`config.mk`:
```
export PLATFORM = sky130hd
export DESIGN_NAME = adcc_top
export DESIGN_NICKNAME = d
export VERILOG_FILES = /design/src/verilog/adcc_pkg.sv /design/src/verilog/adcc_top.sv /design/src/verilog/adcc_sync.sv /design/src/verilog/adcc_sar.sv
export SDC_FILE = /design/constraint.sdc
export NUM_CORES = 1
export LEC_CHECK = 0
export ABC_AREA = 1
export BUFFER_PORTS_ARGS = -buffer_cell sky130_fd_sc_hd__buf_4
export CAP_MARGIN = 40
export CORE_UTILIZATION = 53
export CTS_CLUSTER_DIAMETER = 150
export DETAILED_ROUTE_END_ITERATION = 16
export PLACE_DENSITY_LB_ADDON = 0.3
export SKIP_CTS_REPAIR_TIMING = 1
export SYNTH_ARGS = -nofsm -noshare
export SYNTH_HDL_FRONTEND = slang
export SYNTH_SLANG_ARGS = --single-unit
```
`constraint.sdc`:
```
create_clock -name clk -period 2.08 [get_ports clk]
set_input_delay 0.104 -clock clk [delete_from_list [all_inputs] [get_ports clk]]
set_output_delay 0.104 -clock clk [all_outputs]
set_load 0.005 [all_outputs]
```
`src/verilog/adcc_pkg.sv`:
```
/*
 * shared constants and types of the a/d conversion control block:
 * register offsets, field positions, reset values, timing counts, states.
 * assumes a 10 MHz system clock and a 32-bit avalon-mm register bus.
 */

package adcc_pkg;

	// ****************************************
	// clock and timing
	// ****************************************
	localparam int CLK_PERIOD_NS = 100;
	localparam int SAMPLE_NS = 1000;
	localparam int SETTLE_NS = 400;
	// least times round up to whole cycles
	localparam int SAMPLE_CYC = (SAMPLE_NS + CLK_PERIOD_NS - 1) / CLK_PERIOD_NS;
	localparam int SETTLE_CYC = (SETTLE_NS + CLK_PERIOD_NS - 1) / CLK_PERIOD_NS;
	// comparator reaches the sequencer through three flops and the agreement edge
	localparam int SYNC_CYC = 4;
	localparam logic [4:0] SAMPLE_LOAD = 5'(SAMPLE_CYC - 1);
	// each trial waits for the dac to settle and the comparator to cross the synchroniser
	localparam logic [4:0] SETTLE_LOAD = 5'(SETTLE_CYC + SYNC_CYC - 1);

	// ****************************************
	// register offsets (byte addresses)
	// ****************************************
	localparam logic [4:0] OFS_CSR = 5'h00;
	localparam logic [4:0] OFS_RES_HIGH = 5'h04;
	localparam logic [4:0] OFS_RES_LOW = 5'h08;
	localparam logic [4:0] OFS_PORT_IN = 5'h0c;
	localparam logic [4:0] OFS_IRQ_STATUS = 5'h10;
	localparam logic [4:0] OFS_IRQ_CLEAR = 5'h14;
	localparam logic [4:0] OFS_IRQ_ENABLE = 5'h18;

	// ****************************************
	// field positions
	// ****************************************
	localparam int CSR_CH_LSB = 0;
	localparam int CSR_ON_BIT = 5;
	localparam int CSR_EOC_BIT = 7;
	localparam int IRQ_EOC_BIT = 0;
	localparam int IRQ_SAT_BIT = 1;

	// ****************************************
	// reset and fixed values
	// ****************************************
	localparam logic [3:0] CH_RESET = 4'h0;
	localparam logic [1:0] IRQ_RESET = 2'h0;
	localparam logic WAITREQ_RESET = 1'b1;
	localparam logic [9:0] CODE_FULL = 10'h3ff;
	localparam logic [9:0] CODE_ZERO = 10'h000;
	localparam logic [9:0] CODE_MID = 10'h200;
	localparam logic [31:0] RDATA_ZERO = 32'h0000_0000;

	// ****************************************
	// conversion sequencer states
	// ****************************************
	typedef enum logic [3:0] {
		SAR_IDLE = 4'h1,
		SAR_SAMPLE = 4'h2,
		SAR_TRIAL = 4'h4,
		SAR_DONE = 4'h8
	} adcc_sar_state_t;

endpackage : adcc_pkg

```
`src/verilog/adcc_top.sv`:
```
/*
 * control and result logic of a 10-bit a/d converter, avalon-mm slave.
 * assumes an analog front end with channel mux, sample-hold, 10-bit dac and
 * comparator outside; all front end and pin inputs are asynchronous to clk.
 */
// Local design decisions: the Avalon-MM register port and the register addresses.
//
// Contract
// - above high reference: result reads ff high and 03 low, no overflow flag; the code sets the saturation status bit.
// - below low reference: both result registers read zero.
// - output codes never decrease for a non-decreasing input.
// - four-bit channel field selects the sampled input; set before starting.
// - converter_on powers the converter and repeats conversions back to back.
// - each completion sets end-of-conversion and loads the result pair.
// - any read of the upper result register clears end-of-conversion; a completion in the same cycle keeps it set.
// - results are not latched as a pair; read both before next completion.
// - pins used as analog inputs still read as digital port inputs.
`timescale 1ns/1ps

module adcc_top (
	// clock and reset
	input wire logic clk,
	input wire logic rstn,
	// avalon-mm slave
	input wire logic [4:0] avs_address,
	input wire logic avs_read,
	input wire logic avs_write,
	input wire logic [31:0] avs_writedata,
	output logic [31:0] avs_readdata,
	output logic avs_waitrequest,
	// analog front end
	output logic [3:0] chan_sel,
	output logic conv_power,
	output logic sample_hold,
	output logic [9:0] dac_code,
	input wire logic cmp_above_in,
	input wire logic above_high_ref_in,
	input wire logic below_low_ref_in,
	// digital port pins
	input wire logic [15:0] port_pin_in,
	// interrupt
	output logic irq
);

	// ****************************************
	// state
	// ****************************************
	typedef struct packed {
		logic [3:0] ch;
		logic on;
		logic eoc;
		logic [7:0] res_hi;
		logic [1:0] res_lo;
		logic [1:0] irq_st;
		logic [1:0] irq_en;
		logic ack;
		logic wreq;
		logic [31:0] rdata;
		logic irq;
	} adcc_top_reg_t;

	adcc_top_reg_t st_reg;
	adcc_top_reg_t st_next;

	logic cmp_s;
	logic over_s;
	logic under_s;
	logic [15:0] port_s;
	logic sar_done;
	logic sar_sat;
	logic [9:0] sar_result;
	logic acc;
	logic rd_hi;

	// ****************************************
	// input synchronisers
	// ****************************************

	// front end comparator and reference flags
	adcc_sync #(.W(3)) u_sync_fe (
		.clk(clk),
		.rstn(rstn),
		.d({cmp_above_in, above_high_ref_in, below_low_ref_in}),
		.q({cmp_s, over_s, under_s})
	);

	// port pins, read as logic whatever the analog use
	adcc_sync #(.W(16)) u_sync_port (
		.clk(clk),
		.rstn(rstn),
		.d(port_pin_in),
		.q(port_s)
	);

	// ****************************************
	// conversion sequencer
	// ****************************************

	// runs while converter_on is set
	adcc_sar u_sar (
		.clk(clk),
		.rstn(rstn),
		.enable(st_reg.on),
		.cmp_above(cmp_s),
		.over_ref(over_s),
		.under_ref(under_s),
		.sample_hold(sample_hold),
		.dac_code(dac_code),
		.done(sar_done),
		.sat(sar_sat),
		.result(sar_result)
	);

	// ****************************************
	// bus access decode
	// ****************************************

	// one access per request, answered the cycle after it is seen
	assign acc = (avs_read || avs_write) && !st_reg.ack;
	assign rd_hi = acc && avs_read && (avs_address == adcc_pkg::OFS_RES_HIGH);

	// ****************************************
	// register file and flags
	// ****************************************
	always_comb begin
		st_next = st_reg;
		st_next.ack = acc;
		st_next.wreq = !acc;
		st_next.rdata = adcc_pkg::RDATA_ZERO;

		// software writes
		if (acc && avs_write) begin
			unique case (avs_address)
				adcc_pkg::OFS_CSR: begin
					st_next.ch = avs_writedata[adcc_pkg::CSR_CH_LSB +: 4];
					st_next.on = avs_writedata[adcc_pkg::CSR_ON_BIT];
				end
				adcc_pkg::OFS_IRQ_CLEAR: begin
					st_next.irq_st = st_reg.irq_st & ~avs_writedata[1:0];
				end
				adcc_pkg::OFS_IRQ_ENABLE: begin
					st_next.irq_en = avs_writedata[1:0];
				end
				default: begin
				end
			endcase
		end

		// software reads; unmapped addresses read zero
		if (acc && avs_read) begin
			unique case (avs_address)
				adcc_pkg::OFS_CSR: begin
					st_next.rdata[adcc_pkg::CSR_CH_LSB +: 4] = st_reg.ch;
					st_next.rdata[adcc_pkg::CSR_ON_BIT] = st_reg.on;
					st_next.rdata[adcc_pkg::CSR_EOC_BIT] = st_reg.eoc;
				end
				adcc_pkg::OFS_RES_HIGH: begin
					st_next.rdata[7:0] = st_reg.res_hi;
				end
				adcc_pkg::OFS_RES_LOW: begin
					st_next.rdata[1:0] = st_reg.res_lo;
				end
				adcc_pkg::OFS_PORT_IN: begin
					st_next.rdata[15:0] = port_s;
				end
				adcc_pkg::OFS_IRQ_STATUS: begin
					st_next.rdata[1:0] = st_reg.irq_st;
				end
				adcc_pkg::OFS_IRQ_ENABLE: begin
					st_next.rdata[1:0] = st_reg.irq_en;
				end
				default: begin
				end
			endcase
		end

		// high register read clears the flag
		if (rd_hi) begin
			st_next.eoc = 1'b0;
		end

		// completion loads both halves unlatched, set beats clear
		if (sar_done) begin
			st_next.eoc = 1'b1;
			st_next.res_hi = sar_result[9:2];
			st_next.res_lo = sar_result[1:0];
			st_next.irq_st[adcc_pkg::IRQ_EOC_BIT] = 1'b1;
		end
		if (sar_sat) begin
			st_next.irq_st[adcc_pkg::IRQ_SAT_BIT] = 1'b1;
		end

		// level interrupt from enabled sticky status
		st_next.irq = |(st_next.irq_st & st_next.irq_en);
	end

	// state register
	always_ff @(posedge clk or negedge rstn) begin
		if (!rstn) begin
			st_reg <= '{ch: adcc_pkg::CH_RESET, irq_st: adcc_pkg::IRQ_RESET,
				irq_en: adcc_pkg::IRQ_RESET, wreq: adcc_pkg::WAITREQ_RESET, default: '0};
		end else begin
			st_reg <= st_next;
		end
	end

	// ****************************************
	// outputs, all from flops
	// ****************************************
	assign avs_readdata = st_reg.rdata;
	assign avs_waitrequest = st_reg.wreq;
	assign chan_sel = st_reg.ch;
	assign conv_power = st_reg.on;
	assign irq = st_reg.irq;
endmodule : adcc_top

```
`src/verilog/adcc_sync.sv`:
```
/*
 * three-flop input synchroniser with agreement filter.
 * assumes inputs asynchronous to clk; output changes once stages 2 and 3 agree.
 */
`timescale 1ns/1ps

module adcc_sync #(
	parameter int W = 1
) (
	// clock and reset
	input wire logic clk,
	input wire logic rstn,
	// data
	input wire logic [W-1:0] d,
	output logic [W-1:0] q
);

	typedef struct packed {
		logic [W-1:0] s1;
		logic [W-1:0] s2;
		logic [W-1:0] s3;
		logic [W-1:0] q;
	} adcc_sync_state_t;

	adcc_sync_state_t st_reg;
	adcc_sync_state_t st_next;

	// shift chain; stage 1 feeds only stage 2
	always_comb begin
		st_next = st_reg;
		st_next.s1 = d;
		st_next.s2 = st_reg.s1;
		st_next.s3 = st_reg.s2;
		for (int i = 0; i < W; i++) begin
			if (st_reg.s2[i] == st_reg.s3[i]) begin
				st_next.q[i] = st_reg.s3[i];
			end
		end
	end

	// state register
	always_ff @(posedge clk or negedge rstn) begin
		if (!rstn) begin
			st_reg <= '0;
		end else begin
			st_reg <= st_next;
		end
	end

	assign q = st_reg.q;

endmodule : adcc_sync

```
`src/verilog/adcc_sar.sv`:
```
/*
 * successive approximation sequencer: sample, ten trial bits, result.
 * assumes a comparator that is high while the held input is above dac_code,
 * and reference flags, all already synchronised to clk.
 */
`timescale 1ns/1ps

module adcc_sar (
	// clock and reset
	input wire logic clk,
	input wire logic rstn,
	// control
	input wire logic enable,
	// analog front end
	input wire logic cmp_above,
	input wire logic over_ref,
	input wire logic under_ref,
	output logic sample_hold,
	output logic [9:0] dac_code,
	// result
	output logic done,
	output logic sat,
	output logic [9:0] result
);

	typedef struct packed {
		adcc_pkg::adcc_sar_state_t fsm;
		logic [4:0] cnt;
		logic [3:0] bitn;
		logic [9:0] code;
		logic ovr;
		logic und;
		logic [9:0] result;
		logic done;
		logic sat;
		logic hold;
	} adcc_sar_reg_t;

	adcc_sar_reg_t st_reg;
	adcc_sar_reg_t st_next;

	// conversion sequence, restarted back to back while enabled
	always_comb begin
		st_next = st_reg;
		st_next.done = 1'b0;
		st_next.sat = 1'b0;
		unique case (st_reg.fsm)
			adcc_pkg::SAR_IDLE: begin
				if (enable) begin
					st_next.fsm = adcc_pkg::SAR_SAMPLE;
					st_next.cnt = adcc_pkg::SAMPLE_LOAD;
				end
			end
			adcc_pkg::SAR_SAMPLE: begin
				st_next.cnt = st_reg.cnt - 5'h01;
				if (st_reg.cnt == 5'h00) begin
					st_next.ovr = over_ref;
					st_next.und = under_ref;
					st_next.fsm = adcc_pkg::SAR_TRIAL;
					st_next.bitn = 4'h9;
					st_next.code = adcc_pkg::CODE_MID;
					st_next.cnt = adcc_pkg::SETTLE_LOAD;
				end
			end
			adcc_pkg::SAR_TRIAL: begin
				st_next.cnt = st_reg.cnt - 5'h01;
				if (st_reg.cnt == 5'h00) begin
					// binary search keeps the code monotonic in the input
					st_next.code[st_reg.bitn] = cmp_above;
					st_next.cnt = adcc_pkg::SETTLE_LOAD;
					if (st_reg.bitn == 4'h0) begin
						st_next.fsm = adcc_pkg::SAR_DONE;
					end else begin
						st_next.bitn = st_reg.bitn - 4'h1;
						st_next.code[st_reg.bitn - 4'h1] = 1'b1;
					end
				end
			end
			adcc_pkg::SAR_DONE: begin
				st_next.done = 1'b1;
				if (st_reg.ovr) begin
					st_next.result = adcc_pkg::CODE_FULL;
					st_next.sat = 1'b1;
				end else if (st_reg.und) begin
					st_next.result = adcc_pkg::CODE_ZERO;
					st_next.sat = 1'b1;
				end else begin
					st_next.result = st_reg.code;
				end
				st_next.fsm = adcc_pkg::SAR_SAMPLE;
				st_next.cnt = adcc_pkg::SAMPLE_LOAD;
			end
			default: begin
				st_next.fsm = adcc_pkg::SAR_IDLE;
			end
		endcase
		if (!enable) begin
			st_next.fsm = adcc_pkg::SAR_IDLE;
		end
		// sample strobe registered so the pin comes straight from a flop
		st_next.hold = (st_next.fsm == adcc_pkg::SAR_SAMPLE);
	end

	// state register
	always_ff @(posedge clk or negedge rstn) begin
		if (!rstn) begin
			st_reg <= '{fsm: adcc_pkg::SAR_IDLE, default: '0};
		end else begin
			st_reg <= st_next;
		end
	end

	assign sample_hold = st_reg.hold;
	assign dac_code = st_reg.code;
	assign done = st_reg.done;
	assign sat = st_reg.sat;
	assign result = st_reg.result;
endmodule : adcc_sar

```
==> flow_metrics.py, run 1 <==
metrics = {
    "finish": {
        "area_growth_syn_to_layout_pct": 20.5,
        "layout_commonest_cell": "sky130_fd_sc_hd__dfrtp_1",
        "final_layout_size_suffix_gt1_share_pct": 21.5,
        "final_cell_mix": "sky130_fd_sc_hd__dfrtp_1 (151), sky130_fd_sc_hd__nand2_1 (122), sky130_fd_sc_hd__buf_4 (66)",
        "final_core_utilization_pct": 66.6,
        "antenna-diode-count": 0,
        "largest_register_ffs": 32,
        "layout.nets": 709,
    },
    "logic_synthesis": {
        "synth_largest_type_area_fraction_pct": 62.2,
        "post_synth_num_cell_types": 34,
        "synth.cell_area_um2": 6070,
        "synth.ff_latch_count": 153,
        "synth_top_cells_by_area": "sky130_fd_sc_hd__dfrtp_1 (62%), sky130_fd_sc_hd__nand2_1 (7.5%), sky130_fd_sc_hd__buf_4 (5.9%)",
        "netlist_instances": 574,
        "postSynthAreaPerCell_um2": 10.6,
        "yosysSeqAreaShare_pct": 63.1,
        "synth.yosys.warnings": 0,
        "synthDominantAreaCellType": "sky130_fd_sc_hd__dfrtp_1",
    },
    "clocking": {
        "clock_tree_from_tritoncts": "done",
        "cts_buffer_depth": 2,
        "clkSinkCount": 153,
        "path_clk_slew_ns": 0.06,
        "maximum_level_of_the_cts_h_tree": 4,
        "cts_inserted_buffers": 17,
        "worst_skew_pair.late_latency_ns": 0.41,
        "root_buffer": "sky130_fd_sc_hd__clkbuf_16",
    },
    "power_and_ir_drop": {
        "cellPowerDensity_nw_per_um2": 991,
        "p_int_mw": 5.36,
        "power_frac_comb_pct": 11.7,
        "portion_of_total_power_attributed_to_sequential_cells_pct": 46.3,
        "switching_share_pct": 26.1,
        "ir_worst_vdd_mv": 0.719,
        "clk_pwr_share_pct": 42.0,
        "power_switching_mw": 1.89,
        "static-leakage-power_nw": 3.54,
    },
    "critical_path": {
        "timing.critical_path.fanout_max": 23,
        "critical_path.most_common_cell": "sky130_fd_sc_hd__nor2_1",
        "worst_path_top_cell_family_by_delay": "simple AND/OR/NAND/NOR gates",
        "cp_slowest_cell": "sky130_fd_sc_hd__dfrtp_1",
        "endpoint_kind": "flop",
        "critical_path.n_buffers_inverters": 1,
        "cp_cell_sequence": "inv_1, nand2_1, nor2_4, nor2_1, nand2_2, nand2_1, nor2_1, nor2_1",
        "timing.critical_path.arrival_ns": 1.92,
        "worst_stage_delay_on_the_critical_path_ns": 0.41,
        "critPathKind": "flop to flop",
        "worst-endpoint-required_ns": 2.38,
        "critical_path.startpoint_type": "flop",
    },
    "detailed_routing": {
        "detail_route.drc_violations": 0,
        "routed.top_layer": "met4",
        "wl_met1_um": 4800,
        "detail_route.iter0.violations": 267,
        "antenna_left": 0,
        "drt_wl_total_um": 11000,
        "drt-wirelength-per-cell_um": 13.8,
        "drt_pass1_iterations": 5,
        "met3RoutedLength_um": 566,
        "met2_wirelength_um": 5480,
        "vias": 4051,
        "detail_route.vias_per_cell": 5.06,
    },
    "grt": {
        "globalRouteTotalUtil_pct": 20.4,
        "grt_pass1_vias": 3990,
        "grt_first_pass_wirelength_um": 18300,
        "antenna_violations_before_repair": 0,
        "grt_max_degree": 58,
        "grt.overflow.total": 0,
    },
    "timing": {
        "final_hold_viol_count": 0,
        "setup_viol_count_final": 0,
        "rsz0062_at_grt": "no",
        "totalNegativeSetupSlack_ns": 0,
        "maxSlewViolCount": 0,
        "max_slew_margin_pct": 64.7,
        "finalCritPeriodShare_pct": 78.0,
        "fin_skew_ns": 0.00626,
        "max_clock_freq_ghz": 0.616,
        "worst_pin_slew_ns": 0.530,
        "layout_min_cycle_time_ns": 1.62,
    },
    "floorplanning": {
        "row_count": 38,
        "initial_core_util_pct": 55.3,
        "die_h_um": 109,
        "dieArea_um2": 11900,
        "die_w_um": 109,
        "ios": 110,
        "coreArea_um2": 11000,
    },
    "run": {
        "drv_cap": 0,
    },
    "placement": {
        "port-buffer-count": 66,
        "place_congestion": 0.873,
        "detailed_placer_s_ending_hpwl_um": 7360,
    },
    "worst_hold_path": {
        "worstHoldPathType": "primary input to flop",
    },
    "outcome": {
        "result_of_the_run": "complete, no violations",
    },
}
## power by group through the flow
stage	Sequential (mW)	Clock, mW	Combinational [mW]
5_1_grt	3.38	3.24	0.963
3_3_place_gp	3.39	0	0.773
2_1_floorplan	3.35	0	0.592
3_5_place_dp	3.41	0	0.808
6_report	3.36	3.04	0.851
4_1_cts	3.36	3.10	0.813
## cells in the mapped netlist
cell / count
sky130_fd_sc_hd__ha_1: 1
sky130_fd_sc_hd__dfrtp_1: 151
sky130_fd_sc_hd__a21oi_1: 24
sky130_fd_sc_hd__buf_4: 48
sky130_fd_sc_hd__conb_1: 1
sky130_fd_sc_hd__nor2_4: 5
sky130_fd_sc_hd__nand2_1: 122
sky130_fd_sc_hd__o21ai_1: 12
sky130_fd_sc_hd__nand3_1: 21
sky130_fd_sc_hd__nor2_8: 3
sky130_fd_sc_hd__o21bai_1: 1
sky130_fd_sc_hd__o211ai_1: 10
sky130_fd_sc_hd__xnor2_1: 1
sky130_fd_sc_hd__nor3_2: 1
sky130_fd_sc_hd__inv_4: 2
sky130_fd_sc_hd__a21boi_1: 1
sky130_fd_sc_hd__maj3_1: 19
sky130_fd_sc_hd__o21ai_0: 18
sky130_fd_sc_hd__nand2_4: 5
sky130_fd_sc_hd__o221ai_1: 1
sky130_fd_sc_hd__a31oi_1: 1
sky130_fd_sc_hd__nand4_1: 11
sky130_fd_sc_hd__inv_1: 37
sky130_fd_sc_hd__nor2_1: 41
sky130_fd_sc_hd__clkinv_1: 2
sky130_fd_sc_hd__clkbuf_1: 2
sky130_fd_sc_hd__o21a_1: 1
sky130_fd_sc_hd__o22ai_1: 1
sky130_fd_sc_hd__nor2_2: 7
sky130_fd_sc_hd__nor3_1: 1
sky130_fd_sc_hd__inv_2: 13
sky130_fd_sc_hd__buf_2: 4
sky130_fd_sc_hd__nand2_2: 4
sky130_fd_sc_hd__dfstp_2: 2
## final cells by class
| class | count | area, um2 |
|---|---|---|
| clock buffer | 18 | 439 |
| clock inverter | 13 | 159 |
| fill | 792 | 3670 |
| inverter | 54 | 208 |
| multi-input combinational | 328 | 1710 |
| sequential | 153 | 3830 |
| tap | 140 | 175 |
| timing repair buffer | 94 | 797 |
## path summary, 6_finish.rpt
path	depth (start not counted)	from	endpoint	slack, ns
max reg2reg	8	u_sar.st_reg[36]	u_sar.st_reg[33]	0.46
max	8	u_sar.st_reg[36]	u_sar.st_reg[33]	0.46
min	4	avs_read	avs_waitrequest	0.005
min in group asynchronous	2	rstn	u_sync_fe.st_next[8]	0.22
min reg2reg	0	u_sync_fe.st_next[8]	u_sync_fe.st_next[5]	0.35
max in group asynchronous	3	rstn	u_sar.st_reg[34]	1.19
## through the flow
step           setup slack, ns  hold WS, ns  area (um2)  power, mW  std cells
4_1_cts                  0.217       -0.340        7060       7.27        775
3_5_place_dp             0.242        0.100        6460       4.21        744
6_report                 0.458      0.00508        7320       7.25        800
2_1_floorplan            0.687       -0.192        6130       3.94        589
5_1_grt                  0.294       0.0154        7320       7.59        800
3_3_place_gp             0.290       0.0906        6460       4.16        744
## worst register-to-register path, stage by stage, from the launching register on
cell                      delay, ns
sky130_fd_sc_hd__dfrtp_1       0.41
sky130_fd_sc_hd__inv_1         0.08
sky130_fd_sc_hd__nand2_1       0.08
sky130_fd_sc_hd__nor2_4        0.40
sky130_fd_sc_hd__nor2_1        0.15
sky130_fd_sc_hd__nand2_2       0.11
sky130_fd_sc_hd__nand2_1       0.12
sky130_fd_sc_hd__nor2_1        0.11
sky130_fd_sc_hd__nor2_1        0.05
## cell families after synthesis
kind of cell	count (synthesis)	synth area share, %
flip-flops	153	63.1
AND/OR/NAND/NOR	221	17.2
AO/OA/AOI/OAI	70	6.41
XOR/XNOR	1	0.144
buffers and inverters	108	9.81
adder cells (fa/ha/maj)	20	3.34
other	1	0.0617
## metal layers
layer	global-route usage (%)	up-vias
met5	0	-
met4	9.17	0
met3	5.20	17
met2	32.6	133
met1	26.1	1954
li1	-	1947
No activity file was read; power rests on OpenSTA's default activity.
==> inputs of run 2 (changes only) <==
clock period = 1.6 ns   (was 2.08 ns; I/O delays follow)
==> run 2 against run 1 <==
  * Register-to-register slack got worse by 0.38 ns
  * Clock skew is essentially flat
  * Critical path depth is 2 higher
  * Clock-buffer cell count stayed put
  * Sequential share of layout area fell by 0.86 points
  * Maximum frequency is 6.9% higher
  * First-iteration DRC count up 20%
  * Global-route usage is 0.19 points higher
  * Die area unchanged
  * Hold slack worse by 0.0042 ns
  * Clock power increased by 37%
  * Critical path type unchanged
  * Critical endpoint is now u_sar.st_reg[25]
==> flow_metrics.py, run 2 (synthesis results as in run 1) <==
metrics = {
    "placement": {
        "place_congestion": 0.881,
        "detailed_placer_s_ending_hpwl_um": 7530,
        "pre_cts_slack_ns": 0.0267,
        "port-buffer-count": 66,
        "dpl.cell_count": 751,
    },
    "floorplanning": {
        "row_count": 38,
        "dieArea_um2": 11900,
        "die_h_um": 109,
        "ios": 110,
        "die_w_um": 109,
        "initial_core_util_pct": 55.3,
        "coreArea_um2": 11000,
    },
    "timing": {
        "worst_pin_slew_ns": 0.561,
        "max_slew_margin_pct": 62.6,
        "layout_min_cycle_time_ns": 1.52,
        "maxSlewViolCount": 0,
        "final_hold_viol_count": 0,
        "max_clock_freq_ghz": 0.659,
        "setup_viol_count_final": 0,
        "finalCritPeriodShare_pct": 94.9,
        "totalNegativeSetupSlack_ns": 0,
        "final.setup.worst_slack_ns": 0.0817,
        "fin_skew_ns": 0.00625,
    },
    "finish": {
        "layout_commonest_cell": "sky130_fd_sc_hd__dfrtp_1",
        "regArea_um2": 3830,
        "largest_register_ffs": 32,
        "multi_input_area_um2": 1730,
        "antenna-diode-count": 0,
        "finish.cell_count_without_fillers": 810,
        "final_layout_size_suffix_gt1_share_pct": 23.0,
        "area_growth_syn_to_layout_pct": 22.5,
        "fillerInstances": 796,
        "layout.nets": 719,
        "final_cell_mix": "sky130_fd_sc_hd__dfrtp_1 (151), sky130_fd_sc_hd__nand2_1 (122), sky130_fd_sc_hd__buf_4 (75)",
    },
    "critical_path": {
        "endpoint_kind": "flop",
        "timing.critical_path.fanout_max": 9,
        "timing.reg2reg.worst_path_depth": 10,
        "rr_endpoint": "u_sar.st_reg[25]",
        "worst-endpoint-required_ns": 1.94,
        "critPathKind": "flop to flop",
        "critical_path.startpoint_type": "flop",
        "timing.critical_path.arrival_ns": 1.86,
        "rr_startpoint": "u_sar.st_reg[30]",
        "r2r_setup_slack_ns": 0.08,
    },
    "grt": {
        "grt_first_pass_wirelength_um": 18300,
        "grt_max_degree": 62,
        "grt_pass1_vias": 3859,
        "globalRouteTotalUtil_pct": 20.6,
        "grt.overflow.total": 0,
        "antenna_violations_before_repair": 0,
    },
    "clocking": {
        "worst_skew_pair.late_latency_ns": 0.41,
        "root_buffer": "sky130_fd_sc_hd__clkbuf_16",
        "maximum_level_of_the_cts_h_tree": 4,
        "path_clk_slew_ns": 0.06,
        "cts_buffer_depth": 2,
        "clock_tree_from_tritoncts": "done",
        "clkSinkCount": 153,
        "cts_inserted_buffers": 17,
    },
    "detailed_routing": {
        "vias": 4111,
        "detail_route.iter0.violations": 321,
        "drt_wl_total_um": 11400,
        "detail_route.vias_per_cell": 5.08,
        "detail_route.drc_violations": 0,
        "drt_pass1_iterations": 5,
        "antenna_left": 0,
        "drt-wirelength-per-cell_um": 14.1,
    },
    "worst_hold_path": {
        "timing.hold.worst_endpoint": "avs_waitrequest",
        "min_path_cells": 4,
        "hold_path.startpoint": "avs_write",
        "worstHoldPathType": "primary input to flop",
    },
    "outcome": {
        "result_of_the_run": "complete, no violations",
    },
    "power_and_ir_drop": {
        "totalPowerFinal_mw": 9.69,
        "cellPowerDensity_nw_per_um2": 1300,
        "static-leakage-power_nw": 3.58,
        "ir_worst_vdd_mv": 0.983,
    },
    "run": {
        "drv_cap": 0,
    },
}
==> run 2: worst max-delay path: stages, from the launching register on <==
cell and delay [ns]:
sky130_fd_sc_hd__dfrtp_1 0.40, sky130_fd_sc_hd__inv_1 0.10, sky130_fd_sc_hd__ha_4 0.14, sky130_fd_sc_hd__nand2_1 0.08, sky130_fd_sc_hd__nor2_4 0.12, sky130_fd_sc_hd__nand2_4 0.12, sky130_fd_sc_hd__inv_6 0.10, sky130_fd_sc_hd__nand2_8 0.09
sky130_fd_sc_hd__nor2_8 0.16, sky130_fd_sc_hd__nand2_1 0.07, sky130_fd_sc_hd__o21ai_1 0.07
==> run 2: routing by layer <==
metal | GRT usage (%) | wire length [um] | up-vias
li1 | - | - | 1954
met1 | 27.2 | 4960 | 2004
met2 | 31.8 | 5670 | 136
met3 | 5.68 | 624 | 17
met4 | 9.07 | 188 | 0
met5 | 0 | 0 | -
==> run 2: cell type report <==
type | instances | area share [%]
Clock inverter | 13 | 2.46
Multi-Input combinational cell | 328 | 23.2
Clock buffer | 18 | 5.90
Inverter | 54 | 2.83
Sequential cell | 153 | 51.5
Tap cell | 140 | 2.35
Timing Repair Buffer | 104 | 11.8
==> run 2: how the worst max path moves through the flow <==
| stage | start | end | slack [ns] | cells past startpoint |
|---|---|---|---|---|
| 6_report | u_sar.st_reg[30] | u_sar.st_reg[25] | 0.08 | 10 |
| 5_1_grt | u_sar.st_reg[29] | u_sar.st_reg[28] | -0.0005 | 10 |
| 4_1_cts | u_sar.st_reg[29] | u_sar.st_reg[25] | 0.02 | 10 |
| 3_5_place_dp | u_sar.st_reg[29] | u_sar.st_reg[25] | 0.03 | 10 |
| 3_3_place_gp | u_sar.st_reg[29] | u_sar.st_reg[28] | 0.09 | 10 |
| 2_1_floorplan | u_sar.st_reg[29] | u_sar.st_reg[27] | 0.21 | 9 |
==> run 2: power by group <==
part / switching (mW) / internal (mW) / total (mW)
registers: 0.210 / 4.16 / 4.37
logic: 0.688 / 0.463 / 1.15
clock network: 1.63 / 2.54 / 4.17
total: 2.52 / 7.16 / 9.69
==> run 2: through the flow <==
stage,util [%],hold WS (ns),instance area [um2]
floorplan,-,-0.216,6130
global placement,59.3,0.0906,6520
detailed placement,59.3,0.0975,6520
CTS,65.0,-0.339,7140
global route,67.7,0.0121,7440
finish,67.7,0.000875,7440
